[config.mk]
export PLATFORM = sky130hd
export DESIGN_NAME = otpls_top
export DESIGN_NICKNAME = d
export VERILOG_FILES = /design/src/rtl/otpls_pkg.sv /design/src/rtl/otpls_top.sv
export SDC_FILE = /design/constraint.sdc
export NUM_CORES = 1
export LEC_CHECK = 0
export BUFFER_PORTS_ARGS = -buffer_cell sky130_fd_sc_hd__clkbuf_2
export CAP_MARGIN = 15
export CORE_ASPECT_RATIO = 1.5
export CORE_MARGIN = 5
export CORE_UTILIZATION = 56
export CTS_BUF_LIST = sky130_fd_sc_hd__clkbuf_8
export DETAILED_ROUTE_END_ITERATION = 10
export GPL_TIMING_DRIVEN = 0
export PLACE_DENSITY = 0.82
export SYNTH_ARGS = -nofsm -noshare
export SYNTH_HDL_FRONTEND = slang
export SYNTH_SLANG_ARGS = --single-unit
[constraint.sdc]
create_clock -name i_mclk -period 2.7 [get_ports i_mclk]
set_input_delay 0.27 -clock i_mclk [delete_from_list [all_inputs] [get_ports i_mclk]]
set_output_delay 0.27 -clock i_mclk [all_outputs]
set_load 0.01 [all_outputs]
[src/rtl/otpls_pkg.sv]
/*
  Constants, types and register map of the fuse memory program/load sequencer.
  Assumes an APB slave with 32-bit data; each register sits at byte address four times its index.
*/
package otpls_pkg;
  localparam logic [15:0] IDX_PROG_CTRL  = 16'h3d80;
  localparam logic [15:0] IDX_LOAD_CTRL  = 16'h3d81;
  localparam logic [15:0] IDX_PROG_PW    = 16'h3d82;
  localparam logic [15:0] IDX_LOAD_PW    = 16'h3d83;
  localparam logic [15:0] IDX_MODE       = 16'h3d84;
  localparam logic [15:0] IDX_START_ADDR = 16'h3d85;
  localparam logic [15:0] IDX_END_ADDR   = 16'h3d86;
  localparam logic [15:0] IDX_PS2CS      = 16'h3d87;
  localparam logic [15:0] IDX_IRQ_STATUS = 16'h3d88;
  localparam logic [15:0] IDX_IRQ_MASK   = 16'h3d89;

  localparam logic [7:0] RST_PROG_CTRL  = 8'h00;
  localparam logic [7:0] RST_LOAD_CTRL  = 8'h00;
  localparam logic [7:0] RST_PROG_PW    = 8'h40;
  localparam logic [7:0] RST_LOAD_PW    = 8'h03;
  localparam logic [7:0] RST_MODE       = 8'h01;
  localparam logic [7:0] RST_START_ADDR = 8'h00;
  localparam logic [7:0] RST_END_ADDR   = 8'h1f;
  localparam logic [7:0] RST_PS2CS      = 8'h03;
  localparam logic [2:0] RST_IRQ        = 3'h0;

  localparam int BIT_TRIGGER  = 0;
  localparam int BIT_BUSY     = 7;
  localparam int BIT_INHIBIT  = 7;
  localparam int BIT_MANUAL   = 6;
  localparam int IRQ_PROG_DONE = 0;
  localparam int IRQ_LOAD_DONE = 1;
  localparam int IRQ_REFUSED   = 2;
  localparam int IRQ_W         = 3;

  localparam int          PROG_PW_UNIT = 8;
  localparam int          CNT_W        = 12;
  localparam int          CLK_MHZ      = 200;
  localparam real         CLK_NS       = 5.0;

  typedef enum logic [2:0] {ST_IDLE, ST_POWER, ST_STROBE, ST_GAP, ST_DONE} otpls_state_t;

  typedef struct packed {
    logic       power_select_strobe;
    logic       array_chip_select_low_n;
    logic       prog_strobe;
    logic       load_strobe;
    logic [4:0] addr;
    logic [5:0] mem_sel;
    logic [7:0] wdata;
  } otpls_array_t;
endpackage

[src/rtl/otpls_top.sv]
/*
  Program and load sequencer for the one-time programmable fuse array, with APB registers and one interrupt.
  Assumes the fuse macro samples the strobes on this clock and returns read data before a load strobe ends.
*/
// Functional notes
// RL1: A 0-to-1 write of program control bit 0 starts programming.
// RL2: Program control bit 7 reads 1 while programming runs.
// RL3: Any write to load control starts a load from the fuse array; the code starts one only when the sequencer is idle (ST_IDLE).
// RL4: Load control bit 7 reads 1 while a load runs.
// RL5: Program strobe width is the 8-bit field times eight clocks, reset 0x40.
// RL6: Load strobe width is bits 3..0 in clocks, reset 0x03.
// RL7: Mode bit 7 set inhibits programming.
// RL8: Mode bit 6 picks automatic (0) or manual (1) address range.
// RL9: Mode bits 5..0 select the memory; register resets to 0x01.
// RL10: Manual mode starts at the 4-bit start address, reset 0x00.
// RL11: Manual mode ends at end address bits 3..0, reset 0x1F; with start above end the code runs on to the last address.
// RL12: Power-select to chip-select delay is a 4-bit clock count, reset 0x03.
// RL13: Busy flags clear once the whole strobe sequence has finished.
// RL14: Automatic mode covers the full range, ignoring start and end fields.
`timescale 1ns/1ps
module otpls_top #(
  parameter int unsigned ADDR_W = 5
) (
  input  wire logic                 i_mclk,
  input  wire logic                 i_rst_n,
  input  wire logic                 i_psel,
  input  wire logic                 i_penable,
  input  wire logic                 i_pwrite,
  input  wire logic [31:0]          i_paddr,
  input  wire logic [31:0]          i_pwdata,
  output logic                      o_pready,
  output logic [31:0]               o_prdata,
  output logic                      o_pslverr,
  input  wire logic [7:0]           i_program_data,
  input  wire logic [7:0]           i_array_rdata,
  output otpls_pkg::otpls_array_t   o_array,
  output logic [7:0]                o_load_data,
  output logic [ADDR_W-1:0]         o_load_addr,
  output logic                      o_load_valid,
  output logic                      o_irq
);
  localparam logic [ADDR_W-1:0] ADDR_LAST = '1;

  logic [6:0]                  prog_ctrl;
  logic [6:0]                  load_ctrl;
  logic [7:0]                  prog_pw;
  logic [7:0]                  load_pw;
  logic [7:0]                  mode;
  logic [7:0]                  start_addr;
  logic [7:0]                  end_addr;
  logic [7:0]                  ps2cs;
  logic [otpls_pkg::IRQ_W-1:0] irq_status;
  logic [otpls_pkg::IRQ_W-1:0] irq_mask;
  otpls_pkg::otpls_state_t     state;
  otpls_pkg::otpls_array_t     arr;
  logic                        op_prog;
  logic [ADDR_W-1:0]           addr;
  logic [ADDR_W-1:0]           last_addr;
  logic [otpls_pkg::CNT_W-1:0] cnt;
  logic [otpls_pkg::CNT_W-1:0] strobe_cycles;
  logic [otpls_pkg::CNT_W-1:0] delay_cycles;
  logic [ADDR_W-1:0]           first_addr;
  logic [ADDR_W-1:0]           range_end;
  logic                        setup;
  logic                        wr;
  logic [15:0]                 idx;
  logic                        idx_ok;
  logic                        hit;
  logic [7:0]                  rd_byte;
  logic                        prog_trig;
  logic                        start_prog;
  logic                        start_load;
  logic                        prog_busy;
  logic                        load_busy;
  logic [otpls_pkg::IRQ_W-1:0] ev;
  logic [otpls_pkg::IRQ_W-1:0] next_irq_status;

  assign setup  = i_psel && !i_penable;
  assign wr     = i_psel && i_penable && o_pready && i_pwrite;
  assign idx    = i_paddr[17:2];
  assign idx_ok = (i_paddr[1:0] == 2'h0) && (i_paddr[31:18] == 14'h0000);
  assign prog_busy = (state != otpls_pkg::ST_IDLE) && op_prog;   // see RL2
  assign load_busy = (state != otpls_pkg::ST_IDLE) && !op_prog;  // see RL4

  always_comb begin
    hit     = idx_ok;
    rd_byte = 8'h00;
    case (idx)
      otpls_pkg::IDX_PROG_CTRL:  rd_byte = {prog_busy, prog_ctrl};
      otpls_pkg::IDX_LOAD_CTRL:  rd_byte = {load_busy, load_ctrl};
      otpls_pkg::IDX_PROG_PW:    rd_byte = prog_pw;
      otpls_pkg::IDX_LOAD_PW:    rd_byte = {4'h0, load_pw[3:0]};
      otpls_pkg::IDX_MODE:       rd_byte = mode;
      otpls_pkg::IDX_START_ADDR: rd_byte = {4'h0, start_addr[3:0]};
      otpls_pkg::IDX_END_ADDR:   rd_byte = end_addr;
      otpls_pkg::IDX_PS2CS:      rd_byte = {4'h0, ps2cs[3:0]};
      otpls_pkg::IDX_IRQ_STATUS: rd_byte = {5'h00, irq_status};
      otpls_pkg::IDX_IRQ_MASK:   rd_byte = {5'h00, irq_mask};
      default:                   hit = 1'b0;
    endcase
  end

  // The answer is prepared in the setup cycle so that every bus output comes from a flip-flop.
  always_ff @(posedge i_mclk or negedge i_rst_n) begin
    if (!i_rst_n) begin
      o_pready  <= 1'b0;
      o_prdata  <= 32'h0000_0000;
      o_pslverr <= 1'b0;
    end else if (setup) begin
      o_pready  <= 1'b1;
      o_prdata  <= (hit && !i_pwrite) ? {24'h00_0000, rd_byte} : 32'h0000_0000;
      o_pslverr <= !hit;
    end else begin
      o_pready  <= 1'b0;
      o_pslverr <= 1'b0;
    end
  end

  assign prog_trig  = wr && idx_ok && (idx == otpls_pkg::IDX_PROG_CTRL)
                      && i_pwdata[otpls_pkg::BIT_TRIGGER] && !prog_ctrl[otpls_pkg::BIT_TRIGGER];  // see RL1
  assign start_prog = prog_trig && (state == otpls_pkg::ST_IDLE) && !mode[otpls_pkg::BIT_INHIBIT];  // see RL7
  assign start_load = wr && idx_ok && (idx == otpls_pkg::IDX_LOAD_CTRL)
                      && (state == otpls_pkg::ST_IDLE);  // see RL3

  always_ff @(posedge i_mclk or negedge i_rst_n) begin
    if (!i_rst_n) begin
      prog_ctrl  <= otpls_pkg::RST_PROG_CTRL[6:0];
      load_ctrl  <= otpls_pkg::RST_LOAD_CTRL[6:0];
      prog_pw    <= otpls_pkg::RST_PROG_PW;
      load_pw    <= otpls_pkg::RST_LOAD_PW;
      mode       <= otpls_pkg::RST_MODE;
      start_addr <= otpls_pkg::RST_START_ADDR;
      end_addr   <= otpls_pkg::RST_END_ADDR;
      ps2cs      <= otpls_pkg::RST_PS2CS;
      irq_mask   <= otpls_pkg::RST_IRQ;
    end else if (wr && idx_ok) begin
      case (idx)
        otpls_pkg::IDX_PROG_CTRL:  prog_ctrl  <= i_pwdata[6:0];
        otpls_pkg::IDX_LOAD_CTRL:  load_ctrl  <= i_pwdata[6:0];
        otpls_pkg::IDX_PROG_PW:    prog_pw    <= i_pwdata[7:0];           // see RL5
        otpls_pkg::IDX_LOAD_PW:    load_pw    <= {4'h0, i_pwdata[3:0]};   // see RL6
        otpls_pkg::IDX_MODE:       mode       <= i_pwdata[7:0];           // see RL9
        otpls_pkg::IDX_START_ADDR: start_addr <= {4'h0, i_pwdata[3:0]};   // see RL10
        otpls_pkg::IDX_END_ADDR:   end_addr   <= i_pwdata[7:0];           // see RL11
        otpls_pkg::IDX_PS2CS:      ps2cs      <= {4'h0, i_pwdata[3:0]};   // see RL12
        otpls_pkg::IDX_IRQ_MASK:   irq_mask   <= i_pwdata[otpls_pkg::IRQ_W-1:0];
        default:                   prog_ctrl  <= prog_ctrl;
      endcase
    end
  end

  // A zero width or delay would give no strobe at all, so it is raised to the smallest unit.
  always_comb begin
    if (prog_pw == 8'h00) begin
      strobe_cycles = otpls_pkg::CNT_W'(otpls_pkg::PROG_PW_UNIT);
    end else begin
      strobe_cycles = otpls_pkg::CNT_W'(prog_pw) * otpls_pkg::CNT_W'(otpls_pkg::PROG_PW_UNIT);  // see RL5
    end
    if (!op_prog) begin
      strobe_cycles = (load_pw[3:0] == 4'h0) ? otpls_pkg::CNT_W'(1) : otpls_pkg::CNT_W'(load_pw[3:0]);  // see RL6
    end
    delay_cycles = (ps2cs[3:0] == 4'h0) ? otpls_pkg::CNT_W'(1) : otpls_pkg::CNT_W'(ps2cs[3:0]);  // see RL12
  end

  always_comb begin
    if (mode[otpls_pkg::BIT_MANUAL]) begin  // see RL8
      first_addr = ADDR_W'(start_addr[3:0]);  // see RL10
      range_end  = ADDR_W'(end_addr[3:0]);    // see RL11
    end else begin
      first_addr = '0;         // see RL14
      range_end  = ADDR_LAST;  // see RL14
    end
  end

  // The memory select and range are frozen at start so a mode or address write cannot bend a running sequence.
  always_ff @(posedge i_mclk or negedge i_rst_n) begin
    if (!i_rst_n) begin
      state     <= otpls_pkg::ST_IDLE;
      op_prog   <= 1'b0;
      addr      <= '0;
      last_addr <= '0;
      cnt       <= '0;
      arr       <= '{power_select_strobe: 1'b0, array_chip_select_low_n: 1'b1, default: '0};
    end else begin
      case (state)
        otpls_pkg::ST_IDLE: begin
          if (start_prog || start_load) begin
            state                   <= otpls_pkg::ST_POWER;
            op_prog                 <= start_prog;
            addr                    <= first_addr;
            last_addr               <= range_end;
            cnt                     <= delay_cycles - otpls_pkg::CNT_W'(1);
            arr.power_select_strobe <= 1'b1;
            arr.mem_sel             <= mode[5:0];  // see RL9
          end
        end
        otpls_pkg::ST_POWER: begin
          if (cnt == '0) begin
            state                       <= otpls_pkg::ST_STROBE;
            arr.array_chip_select_low_n <= 1'b0;  // see RL12
            arr.addr                    <= addr;
            arr.wdata                   <= i_program_data;
            arr.prog_strobe             <= op_prog;
            arr.load_strobe             <= !op_prog;
            cnt                         <= strobe_cycles - otpls_pkg::CNT_W'(1);
          end else begin
            cnt <= cnt - otpls_pkg::CNT_W'(1);
          end
        end
        otpls_pkg::ST_STROBE: begin
          if (cnt == '0) begin
            state           <= otpls_pkg::ST_GAP;  // see RL5
            arr.prog_strobe <= 1'b0;
            arr.load_strobe <= 1'b0;
          end else begin
            cnt <= cnt - otpls_pkg::CNT_W'(1);
          end
        end
        otpls_pkg::ST_GAP: begin
          if (addr == last_addr || addr == ADDR_LAST) begin
            state                       <= otpls_pkg::ST_DONE;
            arr.array_chip_select_low_n <= 1'b1;
          end else begin
            state           <= otpls_pkg::ST_STROBE;
            addr            <= addr + ADDR_W'(1);
            arr.addr        <= addr + ADDR_W'(1);
            arr.wdata       <= i_program_data;
            arr.prog_strobe <= op_prog;
            arr.load_strobe <= !op_prog;
            cnt             <= strobe_cycles - otpls_pkg::CNT_W'(1);
          end
        end
        otpls_pkg::ST_DONE: begin
          state                   <= otpls_pkg::ST_IDLE;  // see RL13
          arr.power_select_strobe <= 1'b0;
        end
        default: state <= otpls_pkg::ST_IDLE;
      endcase
    end
  end

  assign o_array = arr;

  // Read data is taken on the last strobe cycle, when the array output has settled longest.
  always_ff @(posedge i_mclk or negedge i_rst_n) begin
    if (!i_rst_n) begin
      o_load_data  <= 8'h00;
      o_load_addr  <= '0;
      o_load_valid <= 1'b0;
    end else begin
      o_load_valid <= (state == otpls_pkg::ST_STROBE) && (cnt == '0) && !op_prog;
      if ((state == otpls_pkg::ST_STROBE) && (cnt == '0) && !op_prog) begin
        o_load_data <= i_array_rdata;
        o_load_addr <= addr;
      end
    end
  end

  always_comb begin
    ev                           = '0;
    ev[otpls_pkg::IRQ_PROG_DONE] = (state == otpls_pkg::ST_DONE) && op_prog;
    ev[otpls_pkg::IRQ_LOAD_DONE] = (state == otpls_pkg::ST_DONE) && !op_prog;
    ev[otpls_pkg::IRQ_REFUSED]   = prog_trig && !start_prog;
    next_irq_status = irq_status;
    if (wr && idx_ok && idx == otpls_pkg::IDX_IRQ_STATUS) begin
      next_irq_status = irq_status & ~i_pwdata[otpls_pkg::IRQ_W-1:0];
    end
    next_irq_status = next_irq_status | ev;
  end

  always_ff @(posedge i_mclk or negedge i_rst_n) begin
    if (!i_rst_n) begin
      irq_status <= otpls_pkg::RST_IRQ;
      o_irq      <= 1'b0;
    end else begin
      irq_status <= next_irq_status;
      o_irq      <= |(irq_status & irq_mask);
    end
  end

  logic [otpls_pkg::CNT_W-1:0] chk_len;
  logic [otpls_pkg::CNT_W-1:0] chk_ps;
  always_ff @(posedge i_mclk or negedge i_rst_n) begin
    if (!i_rst_n) begin
      chk_len <= '0;
      chk_ps  <= '0;
    end else begin
      chk_len <= (arr.prog_strobe || arr.load_strobe) ? chk_len + otpls_pkg::CNT_W'(1) : '0;
      chk_ps  <= (arr.power_select_strobe && arr.array_chip_select_low_n) ? chk_ps + otpls_pkg::CNT_W'(1) : '0;
    end
  end

  property p_prog_start;
    @(posedge i_mclk) disable iff (!i_rst_n)
      start_prog |=> prog_busy && arr.power_select_strobe;
  endproperty
  a_prog_start: assert property (p_prog_start) else $error("program did not start on trigger");  // see RL1

  property p_prog_busy;
    @(posedge i_mclk) disable iff (!i_rst_n)
      arr.prog_strobe |-> prog_busy;
  endproperty
  a_prog_busy: assert property (p_prog_busy) else $error("program strobe without busy flag");  // see RL2

  property p_load_start;
    @(posedge i_mclk) disable iff (!i_rst_n)
      start_load |=> load_busy ##1 load_busy;
  endproperty
  a_load_start: assert property (p_load_start) else $error("load did not start on write");  // see RL3 RL4

  property p_strobe_width;
    @(posedge i_mclk) disable iff (!i_rst_n)
      $fell(arr.prog_strobe || arr.load_strobe) |-> chk_len == strobe_cycles;
  endproperty
  a_strobe_width: assert property (p_strobe_width) else $error("strobe width wrong");  // see RL5 RL6

  property p_inhibit;
    @(posedge i_mclk) disable iff (!i_rst_n)
      (prog_trig && mode[otpls_pkg::BIT_INHIBIT]) |=> !prog_busy && irq_status[otpls_pkg::IRQ_REFUSED];
  endproperty
  a_inhibit: assert property (p_inhibit) else $error("inhibited program ran");  // see RL7

  property p_first_addr;
    @(posedge i_mclk) disable iff (!i_rst_n)
      $fell(arr.array_chip_select_low_n) |-> arr.addr == first_addr;
  endproperty
  a_first_addr: assert property (p_first_addr) else $error("first address wrong");  // see RL8 RL10 RL14

  property p_ps2cs;
    @(posedge i_mclk) disable iff (!i_rst_n)
      $fell(arr.array_chip_select_low_n) |-> chk_ps == delay_cycles;
  endproperty
  a_ps2cs: assert property (p_ps2cs) else $error("select delay wrong");  // see RL12

  property p_cs_in_ps;
    @(posedge i_mclk) disable iff (!i_rst_n)
      !arr.array_chip_select_low_n |-> arr.power_select_strobe;
  endproperty
  a_cs_in_ps: assert property (p_cs_in_ps) else $error("chip select outside power select");  // see RL12

  property p_done;
    @(posedge i_mclk) disable iff (!i_rst_n)
      (state == otpls_pkg::ST_DONE) |=> state == otpls_pkg::ST_IDLE && !prog_busy && !load_busy
        && ev == '0 && next_irq_status[otpls_pkg::IRQ_PROG_DONE] | next_irq_status[otpls_pkg::IRQ_LOAD_DONE];
  endproperty
  a_done: assert property (p_done) else $error("busy not cleared at completion");  // see RL13

  property p_last_addr;
    @(posedge i_mclk) disable iff (!i_rst_n)
      $rose(arr.array_chip_select_low_n) |-> $past(arr.addr) == last_addr || $past(arr.addr) == ADDR_LAST;
  endproperty
  a_last_addr: assert property (p_last_addr) else $error("sequence ended at wrong address");  // see RL11 RL13

  property p_irq;
    @(posedge i_mclk) disable iff (!i_rst_n)
      ##1 o_irq == $past(|(irq_status & irq_mask));
  endproperty
  a_irq: assert property (p_irq) else $error("interrupt output mismatch");
endmodule

==> results of run 1 <==
## metrics by stage
step	TNS [ps]	utilization [%]
after floorplan	0	-
after global placement	-59030	64.2
after detailed placement	-1060	64.5
after CTS	0	68.4
after global routing	0	68.7
final	0	68.7
## worst max-delay path: cells and delay by family (launching register included)
family,cells,cell delay [ps]
buffers and inverters,2,430
AOI/OAI and AO/OA,3,580
and+or+nand+nor,3,1050
DFF,1,360
## cells in the final DEF (no fill, tap or decap), types with 12 or more instances in the layout
cell type | netlist | final
a21oi_1 | 16 | 15
a31oi_1 | 15 | 15
buf_4 | 25 | 28
clkbuf_1 | 21 | 20
clkbuf_2 | 0 | 104
clkbuf_8 | 0 | 19
conb_1 | 1 | 24
dfrtp_1 | 118 | 118
dfstp_2 | 12 | 12
inv_1 | 13 | 16
mux2_2 | 62 | 62
nand2_1 | 111 | 111
nor2_1 | 50 | 50
nor3_1 | 22 | 21
o21ai_0 | 47 | 46
## flip-flops by register name, indices dropped and copies added, names as in the netlist, 7 cells and up
name	cells
o_prdata	8
mode	8
end_addr	8
prog_ctrl	7
o_load_data	8
prog_pw	8
cnt	12
load_ctrl	7
o_array	23
## cell families after synthesis
| kind of cell | synth area share, % |
|---|---|
| adder cells (fa/ha/maj) | 0.906 |
| AO/OA/AOI/OAI | 12.6 |
| multiplexers | 13.6 |
| other | 0.0543 |
| buffers and inverters | 5.51 |
| XOR/XNOR | 1.90 |
| flip-flops | 47.3 |
| AND/OR/NAND/NOR | 18.1 |
## path summary, 6_finish.rpt
path	startpoint	to	slack, ps	depth (start not counted)
worst max register to register	state[2]	cnt[10]	120	8
worst min register to register	o_array[13]	o_array[13]	470	2
max in group asynchronous	i_rst_n	end_addr[4]	1630	3
min in group asynchronous	i_rst_n	o_array[13]	300	2
worst min-delay path	i_array_rdata[4]	o_load_data[4]	20	3
worst max-delay path	state[2]	cnt[10]	120	8
## per-layer routing
layer  GRT usage (%)  up-vias
met2            44.4      363
met5               0        -
met4            16.4        0
li1                -     2746
met1            29.4     2890
met3            5.28       95
## final cells by class
cell class | instances | area, um^2 | area share (%)
multi-input combinational | 510 | 3380 | 41.0
sequential | 130 | 3270 | 39.6
timing repair buffer | 110 | 594 | 7.20
buffer | 57 | 320 | 3.88
clock buffer | 18 | 248 | 3.00
tap | 153 | 191 | 2.32
clock inverter | 14 | 190 | 2.31
inverter | 15 | 56.3 | 0.682
## repair_timing
item | 4_1_cts | 5_1_grt
setup buffers | 0 | 3
hold endpoints to repair | 33 | 0
gates resized for setup | 4 | 3
hold buffers | 1 | 0
endpoints found under the setup margin | 21 | 22
## report_power, final
| group | leakage, nW | total, W | switching [W] | internal [W] |
|---|---|---|---|---|
| Sequential | 1.66 | 0.00196 | 0.00000401 | 0.00195 |
| Clock | 0.223 | 0.00183 | 0.000805 | 0.00103 |
| Combinational | 2.07 | 0.000220 | 0.000133 | 0.0000876 |
| Total | 3.95 | 0.00401 | 0.000941 | 0.00307 |
==> impl_metrics.csv, run 1 <==
group,metric,value,unit
sta,worst_clock_skew,8.13,ps
placement,dpl-instance-area,7740,um^2
placement,dp_slack,-283,ps
placement,dp.cells,972,
yosys,async_reset_ff_share,100,%
yosys,synth_edf_count,0,
setup_path,cpPeakStageDelay,490,ps
placement,gp_congestion,0.909,
setup_path,required,2990,ps
outcome,outcome,"finished, final reports clean",
placement,numPortBuffers,105,
clocking,clockBufferDepth,2,
routing,drt_iter0_markers,464,
sta,slew_viol_final,0,
yosys,seq_area_frac_synth,47.3,%
setup_path,path_cells,"clkbuf_1 -> nor4_1 -> o21ai_0 -> nor4_4 -> nor3_2 -> buf_2 -> o21ai_0 -> o21ai_0",
setup_path,path_common_cell,"o21ai_0",
cells_and_area,finalNonFillerCells,1007,
routing,drc,0,
yosys,netlist.area_leader.share,42.8,%
pwr,power,0.00401,W
setup_path,cp-start-kind,"flop",
floorplanning,die_area,14700,um^2
pwr,p_leak,3.95,nW
clocking,numCtsBuffers,17,
routing,highest_layer,"met4",
yosys,synth_cell_type_count,72,
grt,grt_overflow,0,
routing,first_pass_iters,6,
cells_and_area,fin_area,8250,um^2
yosys,synth_area,6910,um^2
sta,rsz0062_at_grt,"false",
yosys,synth_warnings,0,
yosys,synth_common_cells,"dfrtp_1 (118), nand2_1 (111), mux2_2 (62)",
setup_path,critPathKind,"reg -> reg",
sta,setup_slack,116,ps
floorplanning,io-pin-count,157,
routing,wl_met3,1480,um
yosys,syn_avg_cell_area,10.0,um^2
routing,vias,6094,
grt,antenna_found_initial,0,
clocking,cts_root_buf,"clkbuf_8",
floorplanning,die_h,146,um
clocking,clkLatencyLatePin,440,ps
clocking,cts.sinks,130,
cells_and_area,area_delta_synth_final,19.5,%
sta,final-setup-viol-count,0,
routing,wl_per_cell,19.0,um
setup_path,crit_slowest_cell,"nor4_4",
yosys,synthMostInstantiatedCell,"dfrtp_1",
routing,vias_per_cell,6.05,
sta,whs,22.4,ps
placement,place_hpwl,14300,um
yosys,synth_area_leader_cell,"dfrtp_1",
routing,wl_met2,9580,um
cells_and_area,final.fill_count,931,
sta,timing.slew.headroom,40.2,%
grt,grt_max_degree,98,
sta,tightestPinTransition,890,ps
floorplanning,start_util,57.5,%
grt,grt_pass1_wl,30600,um
cells_and_area,diodes,0,
routing,drtAntennaViolNets,0,
flow_run,drv_cap,0,
routing,wl,19100,um
pwr,vdd_drop_max,0.426,mV
yosys,ys_top_cells_by_area,"dfrtp_1 (43%), mux2_2 (10%), nand2_1 (6.0%)",
sta,final_hold_viol_count,0,
setup_path,worstSetupEndpointType,"flop",
sta,fin_crit,2580,ps
setup_path,crit_fanout,10,
floorplanning,core_area,12000,um^2
cells_and_area,drive_above_1_share,31.9,%
worst_hold_path,hp-class,"in -> reg",
grt,grt_pass1_vias,6099,
sta,fmax,0.387,GHz
clocking,h-tree-depth,4,
sta,period_share,95.7,%
routing,drt-met1-wl,6810,um
setup_path,arrival,2870,ps
yosys,ys_ff_latch,130,
yosys,synth-main-ff-cell,"dfrtp_1",
clocking,cts.reportedPaths.clkPinSlew,80,ps
grt,grtUsageTotal,26.2,%
cells_and_area,fin_nets,931,
yosys,syn_inst,690,
floorplanning,num_rows,49,
floorplanning,die_w,101,um
pwr,powerDensity,486,nW/um^2
clocking,cts_tree,"built",
Power figures use the tool's default switching activity.
==> run 2, diff against run 1 <==
GPL_ROUTABILITY_DRIVEN = 0   (was not set)
HOLD_SLACK_MARGIN = 0.03   (was not set)
==> run 2 against run 1 <==
Compared with the run above:
- critical path depth stayed put
- global-route usage down 0.65 points
- final area up 0.24%
- sequential share of layout area decreased by 0.096 points
- sequential cell count did not move
- utilization increased by 0.17 points
- combinational power is 5% higher
- sequential power barely moved
- largest power group unchanged
- highest routed layer unchanged
==> impl_metrics.csv, run 2 (same netlist as run 1, synthesis figures left out) <==
group,metric,value,unit
grt,grt_pass1_wl,29800,um
routing,wl,18600,um
grt,grt_pass1_vias,6131,
worst_hold_path,hp-class,"in -> reg",
pwr,vdd_drop_max,0.409,mV
setup_path,critPathKind,"reg -> reg",
floorplanning,num_rows,49,
floorplanning,die_w,101,um
cells_and_area,largest_register_ffs,23,
clocking,cts_root_buf,"clkbuf_8",
sta,fin_crit,2690,ps
sta,fmax,0.371,GHz
setup_path,arrival,3000,ps
flow_run,drv_cap,0,
floorplanning,start_util,57.5,%
routing,first_pass_iters,5,
floorplanning,core_area,12000,um^2
clocking,numCtsBuffers,17,
cells_and_area,multi_input_area,3370,um^2
setup_path,cp-start-kind,"flop",
sta,final_hold_viol_count,0,
cells_and_area,fin_nets,938,
floorplanning,die_area,14700,um^2
sta,timing.slew.headroom,44.7,%
placement,numPortBuffers,105,
setup_path,required,3010,ps
clocking,h-tree-depth,4,
pwr,powerDensity,464,nW/um^2
pwr,power,0.00384,W
grt,antenna_found_initial,0,
clocking,clockBufferDepth,2,
placement,place_hpwl,13600,um
cells_and_area,drive_above_1_share,31.2,%
pwr,internal-power,0.00292,W
routing,drtAntennaViolNets,0,
clocking,cts.sinks,130,
pwr,switching_share,24.0,%
sta,worst_clock_skew,10.9,ps
pwr,pwr-share-clk,42.9,%
routing,vias_per_cell,6.01,
sta,timing.setup.tns,0,ps
placement,dp.cells,972,
sta,rsz0062_at_grt,"true",
cells_and_area,mostFrequentLayoutCells,"dfrtp_1 (118), nand2_1 (111), clkbuf_2 (105)",
cells_and_area,finalNonFillerCells,1014,
floorplanning,die_h,146,um
cells_and_area,diodes,0,
clocking,clkLatencyLatePin,450,ps
routing,drt_iter0_markers,426,
routing,wl_per_cell,18.4,um
sta,whs,56.7,ps
pwr,p_switching,0.000919,W
cells_and_area,utilization,68.8,%
grt,grt_max_degree,100,
grt,grt_overflow,0,
floorplanning,io-pin-count,157,
pwr,power_frac_seq,51.0,%
setup_path,crit_fanout,10,
pwr,p_leak,3.96,nW
routing,vias,6092,
sta,tightestPinTransition,824,ps
cells_and_area,seqCellArea,3270,um^2
pwr,combPwrFrac,6.0,%
cells_and_area,area_delta_synth_final,19.8,%
cells_and_area,final.fill_count,911,
cells_and_area,final_common_cell,"dfrtp_1",
sta,slew_viol_final,0,
clocking,cts.reportedPaths.clkPinSlew,80,ps
setup_path,worstSetupEndpointType,"flop",
grt,grtUsageTotal,25.5,%
clocking,cts_tree,"built",
sta,final-setup-viol-count,0,
routing,drc,0,
outcome,outcome,"finished, final reports clean",
sta,period_share,99.7,%
run 2: worst max-delay path, stage by stage, from the launching register on:
cell      delay [ps]
dfrtp_1          370
clkbuf_1         220
nor4_1           440
o21ai_0          270
nor4_4           440
nor3_1           220
buf_2            230
o21ai_0          240
o41ai_1          120
run 2: worst paths after layout:
check	startpoint	endpoint	slack, ps	cells past startpoint
max	state[2]	cnt[11]	7	8
min	i_program_data[1]	o_array[1]	60	2
max reg2reg	state[2]	cnt[11]	7	8
min reg2reg	o_array[10]	o_array[10]	470	2
max in group asynchronous	i_rst_n	load_pw[1]	1620	3
min in group asynchronous	i_rst_n	end_addr[5]	280	2
run 2: per-stage QoR:
step / setup WS, ps / instance area [um^2]
2_1_floorplan: 423 / 6990
3_3_place_gp: -515 / 7710
3_5_place_dp: -88.1 / 7740
4_1_cts: 98.0 / 8250
5_1_grt: -64.7 / 8270
6_report: 7.04 / 8270
run 2: area by class of cell:
cell class                 instances  area share (%)
tap                              153            2.31
buffer                            58            3.93
clock inverter                    13            1.63
clock buffer                      19            3.16
multi-input combinational        510            40.8
sequential                       130            39.5
timing repair buffer             116            7.97
inverter                          15           0.681
run 2: layer usage:
layer,vias to the layer above,part of all wire [%],track usage (%)
met5,-,0,0
met4,0,6.4,16.4
met3,89,8.2,6.24
met2,370,49,41.6
met1,2885,36,29.5
li1,2748,-,-
run 2: power groups by stage:
stage	Combinational [W]	Clock (W)	Sequential (W)
CTS	0.000230	0.00167	0.00196
floorplan	0.0000934	0	0.00200
global route	0.000254	0.00175	0.00196
global placement	0.000205	0	0.00199
finish	0.000232	0.00165	0.00196
detailed placement	0.000219	0	0.00200
run 2: timing repair:
item                                    CTS  global route
hold endpoints to repair                 39             0
gates resized for setup                   3             3
endpoints found under the setup margin   17            16
setup buffers                             0             1
hold buffers                              9             0
